### config.mk
export PLATFORM = sky130hd
export DESIGN_NAME = crb_rx_ctrl
export DESIGN_NICKNAME = d
export VERILOG_FILES = /design/src/crb_pkg.sv /design/src/crb_store_if.sv /design/src/crb_rx_store.sv /design/src/crb_rx_ctrl.sv
export SDC_FILE = /design/constraint.sdc
export NUM_CORES = 1
export LEC_CHECK = 0
export BUFFER_PORTS_ARGS = -buffer_cell sky130_fd_sc_hd__buf_2
export CAP_MARGIN = 5
export CORE_ASPECT_RATIO = 0.8
export CORE_MARGIN = 3
export CORE_UTILIZATION = 38
export CTS_CLUSTER_SIZE = 12
export DETAILED_ROUTE_END_ITERATION = 7
export GPL_TIMING_DRIVEN = 1
export HOLD_SLACK_MARGIN = 0.15
export PLACE_DENSITY = 0.6
export SLEW_MARGIN = 20
export SYNTH_ARGS = -nofsm -noshare
export SYNTH_HDL_FRONTEND = slang
export SYNTH_HIERARCHICAL = 1
export SYNTH_SLANG_ARGS = --single-unit
### constraint.sdc
create_clock -name pclk -period 3.7 [get_ports pclk]
set_input_delay 0.74 -clock pclk [delete_from_list [all_inputs] [get_ports pclk]]
set_output_delay 0.74 -clock pclk [all_outputs]
set_load 0.03 [all_outputs]
### src/crb_pkg.sv
/*
  Constants for the CAN receive buffering block: register map,
  field positions, reset values and receive modes.
  Assumes a 32-bit APB with byte addresses.
*/
package crb_pkg;
  // ----------------------------------------
  // Register byte offsets
  // ----------------------------------------
  localparam logic [7:0] ADDR_CTRL0 = 8'h00;
  localparam logic [7:0] ADDR_CTRL1 = 8'h04;
  localparam logic [7:0] ADDR_IEN   = 8'h08;
  localparam logic [7:0] ADDR_OVF   = 8'h0c;
  localparam logic [7:0] ADDR_MASK0 = 8'h10;
  localparam logic [7:0] ADDR_MASK1 = 8'h14;
  localparam logic [7:0] ADDR_BUF0  = 8'h20;
  localparam logic [7:0] ADDR_BUF1  = 8'h30;
  localparam logic [7:0] BUF_SPAN   = 8'h10;
  // ----------------------------------------
  // Control register fields
  // ----------------------------------------
  localparam int BIT_FULL  = 7;
  localparam int BIT_MODEH = 6;
  localparam int BIT_MODEL = 5;
  localparam int BIT_RTR   = 3;
  localparam int BIT_ROLL  = 2;
  localparam int BIT_JUMP  = 1;
  // ----------------------------------------
  // Frame layout in assembly word zero
  // ----------------------------------------
  localparam int BIT_EXT   = 29;
  localparam int BIT_FRTR  = 30;
  localparam int MSG_WORDS = 4;
  localparam int NUM_FILT  = 6;
  localparam int MASK_W    = 29;
  localparam logic [28:0] MASK_RST = 29'h0;
  localparam logic [1:0]  MODE_RST = 2'h0;
  typedef enum logic [1:0] {
    MD_FILT = 2'h0,
    MD_STD  = 2'h1,
    MD_EXT  = 2'h2,
    MD_ALL  = 2'h3
  } crb_mode_t;
endpackage

### src/crb_store_if.sv
/*
  Carrier between the receive control and one receive buffer store.
  Assumes both ends run on pclk.
*/
`timescale 1ns/1ps
interface crb_store_if;
  logic         load;
  logic [127:0] frame;
  logic [1:0]   rd_idx;
  logic [31:0]  rd_data;
  modport ctl (output load, output frame, output rd_idx, input rd_data);
  modport store (input load, input frame, input rd_idx, output rd_data);
endinterface

### src/crb_rx_store.sv
/*
  One receive buffer: four 32-bit message words loaded as a whole.
  Assumes load is a one-cycle pulse from the receive control.
*/
`timescale 1ns/1ps
module crb_rx_store
  import crb_pkg::*;
(
  // Clock and reset
  input wire logic pclk,
  input wire logic presetn,
  // Control side
  crb_store_if.store bus
);
  logic [31:0] word_q [MSG_WORDS];

  genvar w;
  generate
    for (w = 0; w < MSG_WORDS; w++) begin : g_word
      always_ff @(posedge pclk or negedge presetn) begin
        if (!presetn) begin
          word_q[w] <= 32'h0;
        end else if (bus.load) begin
          word_q[w] <= bus.frame[w*32 +: 32];
        end
      end
    end
  endgenerate

  assign bus.rd_data = word_q[bus.rd_idx];
endmodule

### src/crb_rx_ctrl.sv
/*
  CAN receive buffering: assembly buffer, acceptance and rollover
  into two receive buffers, full lockout, overflow, APB registers.
  Assumes filter match and mask comparison happen outside; the
  protocol engine writes assembly words and pulses end of frame.
*/
`timescale 1ns/1ps
module crb_rx_ctrl
  import crb_pkg::*;
(
  // Clock and reset
  input  wire logic        pclk,
  input  wire logic        presetn,
  // APB slave
  input  wire logic        psel,
  input  wire logic        penable,
  input  wire logic        pwrite,
  input  wire logic [7:0]  paddr,
  input  wire logic [31:0] pwdata,
  output logic [31:0]      prdata,
  output logic             pready,
  output logic             pslverr,
  // Protocol engine
  input  wire logic        mab_we,
  input  wire logic [1:0]  mab_idx,
  input  wire logic [31:0] mab_wdata,
  input  wire logic        frame_ok,
  input  wire logic        frame_err,
  // Acceptance filters
  input  wire logic [5:0]  filt_hit,
  input  wire logic [5:0]  filt_ext,
  output logic [28:0]      mask0,
  output logic [28:0]      mask1,
  // Interrupts
  output logic             rx_irq0,
  output logic             rx_irq1
);
  // ----------------------------------------
  // State
  // ----------------------------------------
  logic [31:0] mab_q [MSG_WORDS];
  logic [1:0]  full_q, full_d;
  logic [1:0]  ovf_q, ovf_d;
  logic [1:0]  ien_q;
  logic [1:0]  rtr_q;
  crb_mode_t   mode0_q, mode1_q;
  logic        roll_q;
  logic        hit0_q;
  logic [2:0]  hit1_q;
  logic [28:0] mask0_q, mask1_q;
  logic [31:0] prdata_q;

  crb_store_if sif [2] ();

  // ----------------------------------------
  // Assembly buffer, always writable
  // ----------------------------------------
  genvar w;
  generate
    for (w = 0; w < MSG_WORDS; w++) begin : g_mab
      always_ff @(posedge pclk or negedge presetn) begin
        if (!presetn) begin
          mab_q[w] <= 32'h0;
        end else if (mab_we && mab_idx == 2'(w)) begin
          mab_q[w] <= mab_wdata;
        end
      end
    end
  endgenerate

  wire frm_ext = mab_q[0][BIT_EXT];
  wire frm_rtr = mab_q[0][BIT_FRTR];

  // ----------------------------------------
  // Filter qualification by receive mode
  // ----------------------------------------
  logic [5:0] use_w;
  genvar f;
  generate
    for (f = 0; f < NUM_FILT; f++) begin : g_filt
      crb_mode_t fmode;
      assign fmode = (f < 2) ? mode0_q : mode1_q;
      assign use_w[f] = filt_hit[f] &
        ((fmode == MD_STD) ? (!filt_ext[f] && !frm_ext) :
         (fmode == MD_EXT) ? (filt_ext[f] && frm_ext) :
         (filt_ext[f] == frm_ext));
    end
  endgenerate

  // ----------------------------------------
  // Acceptance and buffer selection
  // ----------------------------------------
  wire all0  = (mode0_q == MD_ALL);
  wire all1  = (mode1_q == MD_ALL);
  wire take0 = (frame_ok && (all0 || use_w[0] || use_w[1]))
            || (frame_err && all0);
  wire take1 = (frame_ok && (all1 || (|use_w[5:2])))
            || (frame_err && all1);
  wire roll  = frame_ok && take0 && full_q[0] && roll_q;
  wire ld0   = take0 && !full_q[0];
  wire to1   = roll || (take1 && !ld0);
  wire ld1   = to1 && !full_q[1];
  wire ovf0  = take0 && full_q[0] && !to1;
  wire ovf1  = to1 && full_q[1];
  wire h0    = use_w[1] && !use_w[0];
  wire [2:0] h1 = roll ? {2'h0, h0} :
                  use_w[2] ? 3'h2 :
                  use_w[3] ? 3'h3 :
                  use_w[4] ? 3'h4 :
                  use_w[5] ? 3'h5 : 3'h0;

  // ----------------------------------------
  // Receive buffer stores
  // ----------------------------------------
  wire [127:0] mab_flat = {mab_q[3], mab_q[2], mab_q[1], mab_q[0]};
  assign sif[0].load   = ld0;
  assign sif[1].load   = ld1;
  assign sif[0].frame  = mab_flat;
  assign sif[1].frame  = mab_flat;
  assign sif[0].rd_idx = paddr[3:2];
  assign sif[1].rd_idx = paddr[3:2];

  genvar b;
  generate
    for (b = 0; b < 2; b++) begin : g_buf
      crb_rx_store u_store (
        .pclk    (pclk),
        .presetn (presetn),
        .bus     (sif[b])
      );
    end
  endgenerate

  // ----------------------------------------
  // APB decode
  // ----------------------------------------
  wire wr_en   = psel && penable && pwrite;
  wire rd_set  = psel && !penable && !pwrite;
  wire a_ctrl0 = (paddr == ADDR_CTRL0);
  wire a_ctrl1 = (paddr == ADDR_CTRL1);
  wire a_ien   = (paddr == ADDR_IEN);
  wire a_ovf   = (paddr == ADDR_OVF);
  wire a_mask0 = (paddr == ADDR_MASK0);
  wire a_mask1 = (paddr == ADDR_MASK1);
  wire a_buf0  = (paddr >= ADDR_BUF0) && (paddr < ADDR_BUF0 + BUF_SPAN);
  wire a_buf1  = (paddr >= ADDR_BUF1) && (paddr < ADDR_BUF1 + BUF_SPAN);
  wire aligned = (paddr[1:0] == 2'h0);
  wire mapped  = aligned && (a_ctrl0 || a_ctrl1 || a_ien || a_ovf ||
                 a_mask0 || a_mask1 || a_buf0 || a_buf1);
  wire w_ctrl0 = wr_en && mapped && a_ctrl0;
  wire w_ctrl1 = wr_en && mapped && a_ctrl1;
  wire clr0    = w_ctrl0 && !pwdata[BIT_FULL];
  wire clr1    = w_ctrl1 && !pwdata[BIT_FULL];
  // Write strobes for the remaining registers
  wire w_ien   = wr_en && mapped && a_ien;
  wire w_ovf   = wr_en && mapped && a_ovf;
  wire w_mask0 = wr_en && mapped && a_mask0;
  wire w_mask1 = wr_en && mapped && a_mask1;

  wire [31:0] ctrl0_v = {24'h0, full_q[0], mode0_q, 1'b0, rtr_q[0],
                         roll_q, roll_q, hit0_q};
  wire [31:0] ctrl1_v = {24'h0, full_q[1], mode1_q, 1'b0, rtr_q[1],
                         hit1_q};
  wire [31:0] rd_mux =
    !mapped ? 32'h0 :
    a_ctrl0 ? ctrl0_v :
    a_ctrl1 ? ctrl1_v :
    a_ien   ? {30'h0, ien_q} :
    a_ovf   ? {30'h0, ovf_q} :
    a_mask0 ? {3'h0, mask0_q} :
    a_mask1 ? {3'h0, mask1_q} :
    a_buf0  ? sif[0].rd_data : sif[1].rd_data;

  assign prdata  = prdata_q;
  assign pready  = 1'b1;
  assign pslverr = psel && penable && !mapped;
  assign mask0   = mask0_q;
  assign mask1   = mask1_q;
  assign rx_irq0 = full_q[0] && ien_q[0];
  assign rx_irq1 = full_q[1] && ien_q[1];

  // ----------------------------------------
  // Flags: hardware set wins over software clear
  // ----------------------------------------
  assign full_d = {ld1 | (full_q[1] & !clr1),
                   ld0 | (full_q[0] & !clr0)};
  wire [1:0] ovf_clr = w_ovf ? pwdata[1:0] : 2'h0;
  assign ovf_d = {ovf1, ovf0} | (ovf_q & ~ovf_clr);

  always_ff @(posedge pclk or negedge presetn) begin
    if (!presetn) begin
      full_q <= 2'h0;
      ovf_q  <= 2'h0;
    end else begin
      full_q <= full_d;
      ovf_q  <= ovf_d;
    end
  end

  // Status captured with each load
  always_ff @(posedge pclk or negedge presetn) begin
    if (!presetn) begin
      rtr_q  <= 2'h0;
      hit0_q <= 1'b0;
      hit1_q <= 3'h0;
    end else begin
      if (ld0) begin
        rtr_q[0] <= frm_rtr;
        hit0_q   <= h0;
      end
      if (ld1) begin
        rtr_q[1] <= frm_rtr;
        hit1_q   <= h1;
      end
    end
  end

  // Receive mode per buffer, rollover enable for buffer zero only
  always_ff @(posedge pclk or negedge presetn) begin
    if (!presetn) begin
      mode0_q <= crb_mode_t'(MODE_RST);
      mode1_q <= crb_mode_t'(MODE_RST);
      roll_q  <= 1'b0;
    end else begin
      if (w_ctrl0) begin
        mode0_q <= crb_mode_t'(pwdata[BIT_MODEH:BIT_MODEL]);
        roll_q  <= pwdata[BIT_ROLL];
      end
      if (w_ctrl1) begin
        mode1_q <= crb_mode_t'(pwdata[BIT_MODEH:BIT_MODEL]);
      end
    end
  end

  // Interrupt enables
  always_ff @(posedge pclk or negedge presetn) begin
    if (!presetn) begin
      ien_q <= 2'h0;
    end else if (w_ien) begin
      ien_q <= pwdata[1:0];
    end
  end

  // Acceptance masks, one per buffer
  always_ff @(posedge pclk or negedge presetn) begin
    if (!presetn) begin
      mask0_q <= MASK_RST;
      mask1_q <= MASK_RST;
    end else begin
      if (w_mask0) begin
        mask0_q <= pwdata[MASK_W-1:0];
      end
      if (w_mask1) begin
        mask1_q <= pwdata[MASK_W-1:0];
      end
    end
  end

  // Read data taken in the setup cycle
  always_ff @(posedge pclk or negedge presetn) begin
    if (!presetn) begin
      prdata_q <= 32'h0;
    end else if (rd_set) begin
      prdata_q <= rd_mux;
    end
  end
endmodule

==> results of run 1 <==
## power by group through the flow
| stage | clock [mW] | combinational [mW] | sequential, mW |
|---|---|---|---|
| global route | 5.43 | 1.85 | 6.75 |
| finish | 5.02 | 1.67 | 6.64 |
| global placement | 0 | 1.63 | 6.69 |
| detailed placement | 0 | 1.70 | 6.74 |
| floorplan | 0 | 1.21 | 6.58 |
| CTS | 5.18 | 1.70 | 6.64 |
## state kept, by name, indices dropped and copies added (netlist names), 2 cells and up
signal and count:
full_q 2, g_buf.u_store/word_q 256, g_filt.fmode 4, hit1_q 3, ien_q 2, mab_flat 126
mask0 29, mask1 29, ovf_q 2, prdata 32, rtr_q 2
## placed cells by master (no fill, tap or decap), drive strengths merged, types with 2 or more instances in the layout
cell	n
o2111ai	2
a211oi	10
buf	217
a32o	18
nor2b	11
mux4	64
bufinv	2
diode	3
a31oi	2
o21ai	24
inv	20
nand3b	2
clkinv	11
a21oi	20
and2	2
dfrtp	491
nand2b	5
mux2i	68
ha	12
and3	3
nor2	13
nor3	6
mux2	451
clkbuf	72
o221ai	5
o211ai	4
nand3	8
nand2	77
## worst reg2reg max path, stage by stage (launching register included)
cell	delay (ns)
dfrtp_1	0.37
inv_1	0.22
ha_1	0.30
inv_1	0.06
mux2i_1	0.06
o21ai_0	0.24
a22oi_1	0.16
and3b_1	0.21
o21bai_1	0.32
and2b_4	0.30
buf_12	0.22
buf_12	0.22
mux2_2	0.35
## metrics by stage
stage                     area [µm²]  total power [mW]  utilization, %  worst slack (ns)  hold slack [ns]
after floorplan                21600              7.79               -             0.785            0.444
after detailed placement       23400              8.43            42.0             0.268            0.469
after global placement         23400              8.33            42.0             0.301            0.460
final                          25000              13.3            44.9             0.533            0.397
after global routing           25000              14.0            44.9             0.298            0.375
after CTS                      25000              13.5            44.9             0.519            0.359
## logic make-up after synthesis
| logic type | after synthesis | synth area share (%) |
|---|---|---|
| adders and majority gates | 12 | 0.696 |
| DFF | 491 | 57.0 |
| muxes | 583 | 33.5 |
| other | 1 | 0.0174 |
| buffers and inverters | 104 | 2.94 |
| AOI/OAI and AO/OA | 92 | 2.94 |
| and+or+nand+nor | 134 | 2.97 |
## layout make-up
class	count	area, µm²	area share, %
Clock buffer	72	1480	5.90
Clock inverter	16	163	0.650
Antenna cell	3	7.51	0.0300
Timing Repair Buffer	218	1390	5.55
Multi-Input combinational cell	822	8690	34.7
Tap cell	750	938	3.75
Inverter	18	67.6	0.270
Sequential cell	491	12300	49.1
## worst min-delay path by stage
stage                       endpoint  slack [ns]  cells past startpoint
final                       mask0[9]        0.40                      2
after global routing       mask1[25]        0.38                      2
after CTS                  mask1[25]        0.36                      2
after detailed placement  prdata[29]        0.47                      2
after global placement    prdata[29]        0.46                      2
after floorplan              frm_ext        0.44                      0
## routing by layer
| metal | track usage (%) | up-vias | wire length (µm) |
|---|---|---|---|
| met5 | 0 | - | 57 |
| met4 | 4.13 | 10 | 833 |
| met3 | 3.83 | 69 | 2960 |
| met2 | 26.0 | 238 | 22100 |
| met1 | 24.0 | 6518 | 23100 |
| li1 | - | 5579 | - |
## synthesized netlist by cell type, types with 6 or more instances
cell type,n
buf_4,24
buf_1,6
a211oi_1,10
clkbuf_1,25
mux4_2,60
inv_1,18
nand3_1,8
nor3_1,6
mux2_2,449
buf_12,6
o21ai_0,24
a32o_1,18
ha_1,12
nand2_1,76
nor2_1,11
mux2i_1,68
dfrtp_1,491
nor2b_1,11
buf_2,21
a21oi_1,20
==> key figures, run 1 <==
Status
  – Status: complete, no violations

Timing
  – Final Max Tran Viols: 0
  – Max Freq: 0.316 GHz
  – Count of final setup violators: 0
  – Post-Route Setup TNS: 0 ns
  – Slew @ Worst Pin: 0.842 ns
  – Unrepaired setup endpoints after global routing: false
  – Final Hold Viols: 0
  – Final min period: 3.17 ns
  – Final period util: 85.6%
  – Relative slew slack: 43.9%
  – Clock skew: 0.0293 ns

Clocking
  – Clk sink count: 491
  – Max clock buf depth: 3
  – Worst skew pair latency: 0.60 ns
  – Num CTS Buffers: 52
  – Number of H-tree levels: 2
  – Postcts setup bufs: 0
  – Reg clk slew, reported paths: 0.06 ns
  – Clock root buffer: clkbuf_16
  – CTS tree: built
  – Post-cts sizing count: 0
  – Hold buffer count at cts: 1

Logic synthesis
  – Ys async rst share: 100%
  – Synth top area share: 57.0%
  – Main area contributors after synthesis: dfrtp_1, mux2_2, mux4_2, mux2i_1, nand2_1
  – Unique masters post-synth: 48
  – Sequential area share after synthesis: 57.0%
  – Post-synthesis register bit count: 491
  – Leading area contributor after synthesis: dfrtp_1
  – Syn_nets: 1523
  – Area of the mapped netlist: 21600 µm²
  – Yosys warning total: 6
  – Post-synth EDFFs: 0
  – Mean Syn Cell Area: 15.2 µm²
  – Ys flop type: dfrtp_1
  – Synthesized netlist cell count: 1417

Placement
  – Gpl congestion: 0.771
  – Port Buffers: 183
  – Placed instance count: 2298
  – Final HPWL DP: 32000 µm

GRT
  – Gr ovfl total: 0
  – Initial antenna violation count: 8
  – First-pass GRT wire length: 78700 µm
  – Largest net degree at the start of global routing: 91
  – Gr usage total: 16.8%
  – Vias in the first global route: 13143

Layout
  – Nets: 1709
  – Layout Area Growth over Synthesis: 16.0%
  – Fraction of layout cells with a size suffix above 1: 50.0%
  – Layout filler cell count: 4951
  – Finished Layout Cells: 2390

Critical path
  – Worst Setup EP: g_buf[1].u_store/word_q[18]
  – Crit path kind: reg2reg
  – Reg2reg start: frm_ext
  – CP top delay family: compound AO/OA/AOI/OAI gates
  – R2r endpoint: g_buf[1].u_store/word_q[18]
  – Critical path's slowest cell: dfrtp_1
  – R2R depth: 12
  – Crit start category: flop
  – Reg2Reg Setup Slack: 0.53 ns
  – Buf/Inv on CP: 4
  – Levels on crit path: 12
  – CP arrival: 3.62 ns
  – Critical path required time: 4.15 ns
  – CP startpoint: frm_ext
  – Crit-path cells: inv_1, ha_1, inv_1, mux2i_1, o21ai_0, a22oi_1, and3b_1, o21bai_1, and2b_4, buf_12, buf_12, mux2_2
  – Critical Path Max Stage Delay: 0.37 ns
  – CP endpoint kind: flop
  – Critical Path Fanout Max: 23

Power and ir drop
  – Pint: 10.1 mW
  – Gate power share: 12.5%
  – Clock power share: 37.7%
  – Leak pwr: 11.9 nW
  – VDD IR max: 0.354 mV
  – Switch share: 24.5%
  – NetSw: 3.27 mW
  – Seq pwr share: 49.8%
  – Pwr Density: 533 nW/µm²

Drt
  – Final wirelength: 49100 µm
  – Routed len/inst: 20.5 µm
  – # DRC: 0
  – Vias per cell: 5.19
  – DR vias: 12414
  – DR pass1 iterations: 4
  – Number of DRC markers in iteration 0: 641
  – Number of routed nets with antenna violations: 0

Die
  – Die Ht: 219 µm
  – Core box area: 55700 µm²
  – Initial Util: 38.7%
  – Die width: 272 µm
  – Row Count: 77
  – Full die area: 59700 µm²
  – Num ports: 188

Hold path
  – Min-Delay Startpoint: pwdata[9]
  – HP Class: in2reg

Flow run
  – Max Cap Viol: 0
No activity file was read; power rests on OpenSTA's default activity.
==> run 2: changes to the inputs <==
--- a/config.mk
+++ b/config.mk
@@ -18,5 +18,4 @@
 export SLEW_MARGIN = 20
 export SYNTH_ARGS = -nofsm -noshare
 export SYNTH_HDL_FRONTEND = slang
-export SYNTH_HIERARCHICAL = 1
 export SYNTH_SLANG_ARGS = --single-unit
==> run 2 against run 1 <==
Effect of this change:
- cell count increased by 12%
- count of clock-buffer cells in the layout increased by 14
- non-clock buffer count increased by 15
- combinational power decreased by 24%
- sequential power decreased by 3.3%
- synthesized area decreased by 0.88%
- final area increased by 0.44%
- clock power increased by 2%
- routed wire length increased by 3.5%
- sequential cell count decreased by 2
- largest cell class unchanged
==> key figures, run 2 <==
Power and ir drop
  – Pwr Density: 510 nW/µm²
  – VDD IR max: 0.289 mV
  – Leak pwr: 12.5 nW

Die
  – Core box area: 55500 µm²
  – Row Count: 77
  – Die width: 271 µm
  – Die Ht: 218 µm
  – Num ports: 188
  – Full die area: 59200 µm²
  – Initial Util: 38.5%

Critical path
  – Crit path kind: reg2reg
  – Reg2Reg Setup Slack: 0.50 ns
  – CP arrival: 3.66 ns
  – R2R depth: 11
  – CP endpoint kind: flop
  – Critical Path Fanout Max: 24
  – Crit start category: flop
  – Critical path required time: 4.16 ns
  – Reg2reg start: frm_ext
  – R2r endpoint: g_buf[1].u_store.word_q[54]

Timing
  – Post-Route Setup TNS: 0 ns
  – Final min period: 3.20 ns
  – Slew @ Worst Pin: 0.796 ns
  – Final Max Tran Viols: 0
  – Final Hold Viols: 0
  – Final period util: 86.5%
  – Count of final setup violators: 0
  – Unrepaired setup endpoints after global routing: false
  – Max Freq: 0.312 GHz
  – Relative slew slack: 47.0%
  – Clock skew: 0.0170 ns

Logic synthesis
  – Ys flop type: dfrtp_1
  – Ys async rst share: 100%
  – Post-synthesis register bit count: 489
  – Syn_nets: 1798
  – Post-synth EDFFs: 0
  – Leading area contributor after synthesis: dfrtp_1
  – Unique masters post-synth: 48
  – Mean Syn Cell Area: 12.6 µm²
  – Commonest cells in the netlist: dfrtp_1, nand2_1, mux2_2, mux2_1
  – Sequential area share after synthesis: 57.2%
  – Most numerous cell in the Yosys netlist: dfrtp_1
  – Synth top area share: 57.2%
  – Yosys warning total: 0
  – Main area contributors after synthesis: dfrtp_1, mux2_2, nand2_1, mux4_2, mux2_1
  – Synthesized netlist cell count: 1692
  – Area of the mapped netlist: 21400 µm²

GRT
  – M2 GR Usage: 27.0%
  – Gr ovfl total: 0
  – Initial antenna violation count: 14
  – Met3 Use GR: 4.06%
  – Busiest grt layer: met2
  – Largest net degree at the start of global routing: 128
  – Gr usage total: 17.4%
  – First-pass GRT wire length: 81700 µm
  – Vias in the first global route: 14086
  – Met1 global-route usage: 24.9%

Layout
  – Finished Layout Cells: 2676
  – Fraction of layout cells with a size suffix above 1: 32.1%
  – Most frequent cells in the layout: dfrtp_1, nand2_1, mux2_2
  – Most common cell after layout, fill and taps aside: dfrtp_1
  – Register with the most flip-flops: g_buf.u_store.word_q
  – Post-route cell area: 25100 µm²
  – Nets: 1984
  – Layout Area Growth over Synthesis: 17.5%
  – Layout filler cell count: 5084
  – Max FFs per register: 256

Drt
  – Routed len/inst: 19.0 µm
  – Number of routed nets with antenna violations: 0
  – # DRC: 0
  – DR vias: 13636
  – Vias per cell: 5.10
  – DR pass1 iterations: 5
  – Final wirelength: 50800 µm
  – Number of DRC markers in iteration 0: 786

Clocking
  – Reg clk slew, reported paths: 0.06 ns
  – Clock root buffer: clkbuf_16
  – Number of H-tree levels: 2
  – Postcts setup bufs: 0
  – CTS tree: built
  – Worst skew pair latency: 0.59 ns
  – Clk sink count: 489
  – Max clock buf depth: 3
  – Num CTS Buffers: 52
  – Post-cts sizing count: 0
  – Hold buffer count at cts: 0

Placement
  – Placed cell areas: 23400 µm²
  – Final HPWL DP: 33500 µm
  – Port Buffers: 183
  – Placed instance count: 2574
  – Gpl congestion: 0.822

Status
  – Status: complete, no violations

Hold path
  – HP Class: in2async

Flow run
  – Max Cap Viol: 0
run 2: changes by cell type in the layout (fill, tap and decap cells not counted), sizes merged, moves of 5 or more:
cell and delta:
a31oi +5, nor2 +6, buf +16, mux2 -133, nand2 +391, a211oi -5
clkbuf +14, o221ai -5
run 2: area by class of cell:
type	instances	area [µm²]	area share (%)
Antenna cell	6	15.0	0.0598
Clock buffer	86	1620	6.45
Tap cell	750	938	3.73
Inverter	18	67.6	0.269
Clock inverter	10	86.3	0.344
Sequential cell	489	12200	48.7
Multi-Input combinational cell	1084	8630	34.3
Timing Repair Buffer	233	1530	6.09
run 2: how the worst max path moves through the flow:
stage	startpoint	to	slack, ns	depth (start not counted)
2_1_floorplan	filt_ext[2]	g_buf[1].u_store.word_q[0]	0.76	11
3_3_place_gp	filt_ext[1]	g_buf[1].u_store.word_q[120]	0.22	13
3_5_place_dp	filt_ext[1]	g_buf[1].u_store.word_q[54]	0.18	13
4_1_cts	frm_ext	g_buf[1].u_store.word_q[54]	0.49	12
5_1_grt	frm_ext	g_buf[1].u_store.word_q[54]	0.26	11
6_report	frm_ext	g_buf[1].u_store.word_q[54]	0.50	11
run 2: worst max-delay path, stage by stage, from the launching register on:
cell and delay, ns:
dfrtp_1 0.37, inv_1 0.24, ha_1 0.31, a211oi_1 0.25, a31oi_1 0.07, and2_1 0.20, nor3b_1 0.14, or3_1 0.38
a21oi_4 0.27, buf_12 0.25, buf_12 0.20, mux2_1 0.34
run 2: stage by stage:
stage	total power, mW	setup slack, ns	utilization (%)	hold WS [ns]
floorplan	7.27	0.757	-	0.440
global placement	7.73	0.216	42.2	0.454
detailed placement	7.81	0.181	42.2	0.457
CTS	13.0	0.494	45.3	0.196
global route	13.5	0.259	45.3	0.214
finish	12.8	0.500	45.3	0.139
run 2: kinds of logic (layout without fill, tap and decap cells):
| kind of cell | Yosys count | in the layout | synth area share (%) |
|---|---|---|---|
| mux | 446 | 446 | 26.5 |
| simple gates | 529 | 529 | 9.79 |
| flops | 489 | 489 | 57.2 |
| fa+ha+maj | 12 | 12 | 0.702 |
| compound gates | 96 | 96 | 3.17 |
| other cells | 1 | 7 | 0.0175 |
| buf+inv | 119 | 347 | 2.62 |
run 2: layer usage:
metal | wire length [µm] | share of wire, % | up-vias
met5 | 89 | 0.18 | -
met4 | 803 | 1.6 | 14
met3 | 3140 | 6.2 | 75
met2 | 22700 | 45 | 304
met1 | 24100 | 47 | 6969
li1 | - | - | 6274
run 2: where the power goes:
part	leakage (nW)	internal, mW	total, mW	switching, mW
clock network	0.846	3.04	5.13	2.09
registers	6.44	6.01	6.42	0.409
logic	5.18	0.670	1.27	0.600
total	12.5	9.73	12.8	3.10
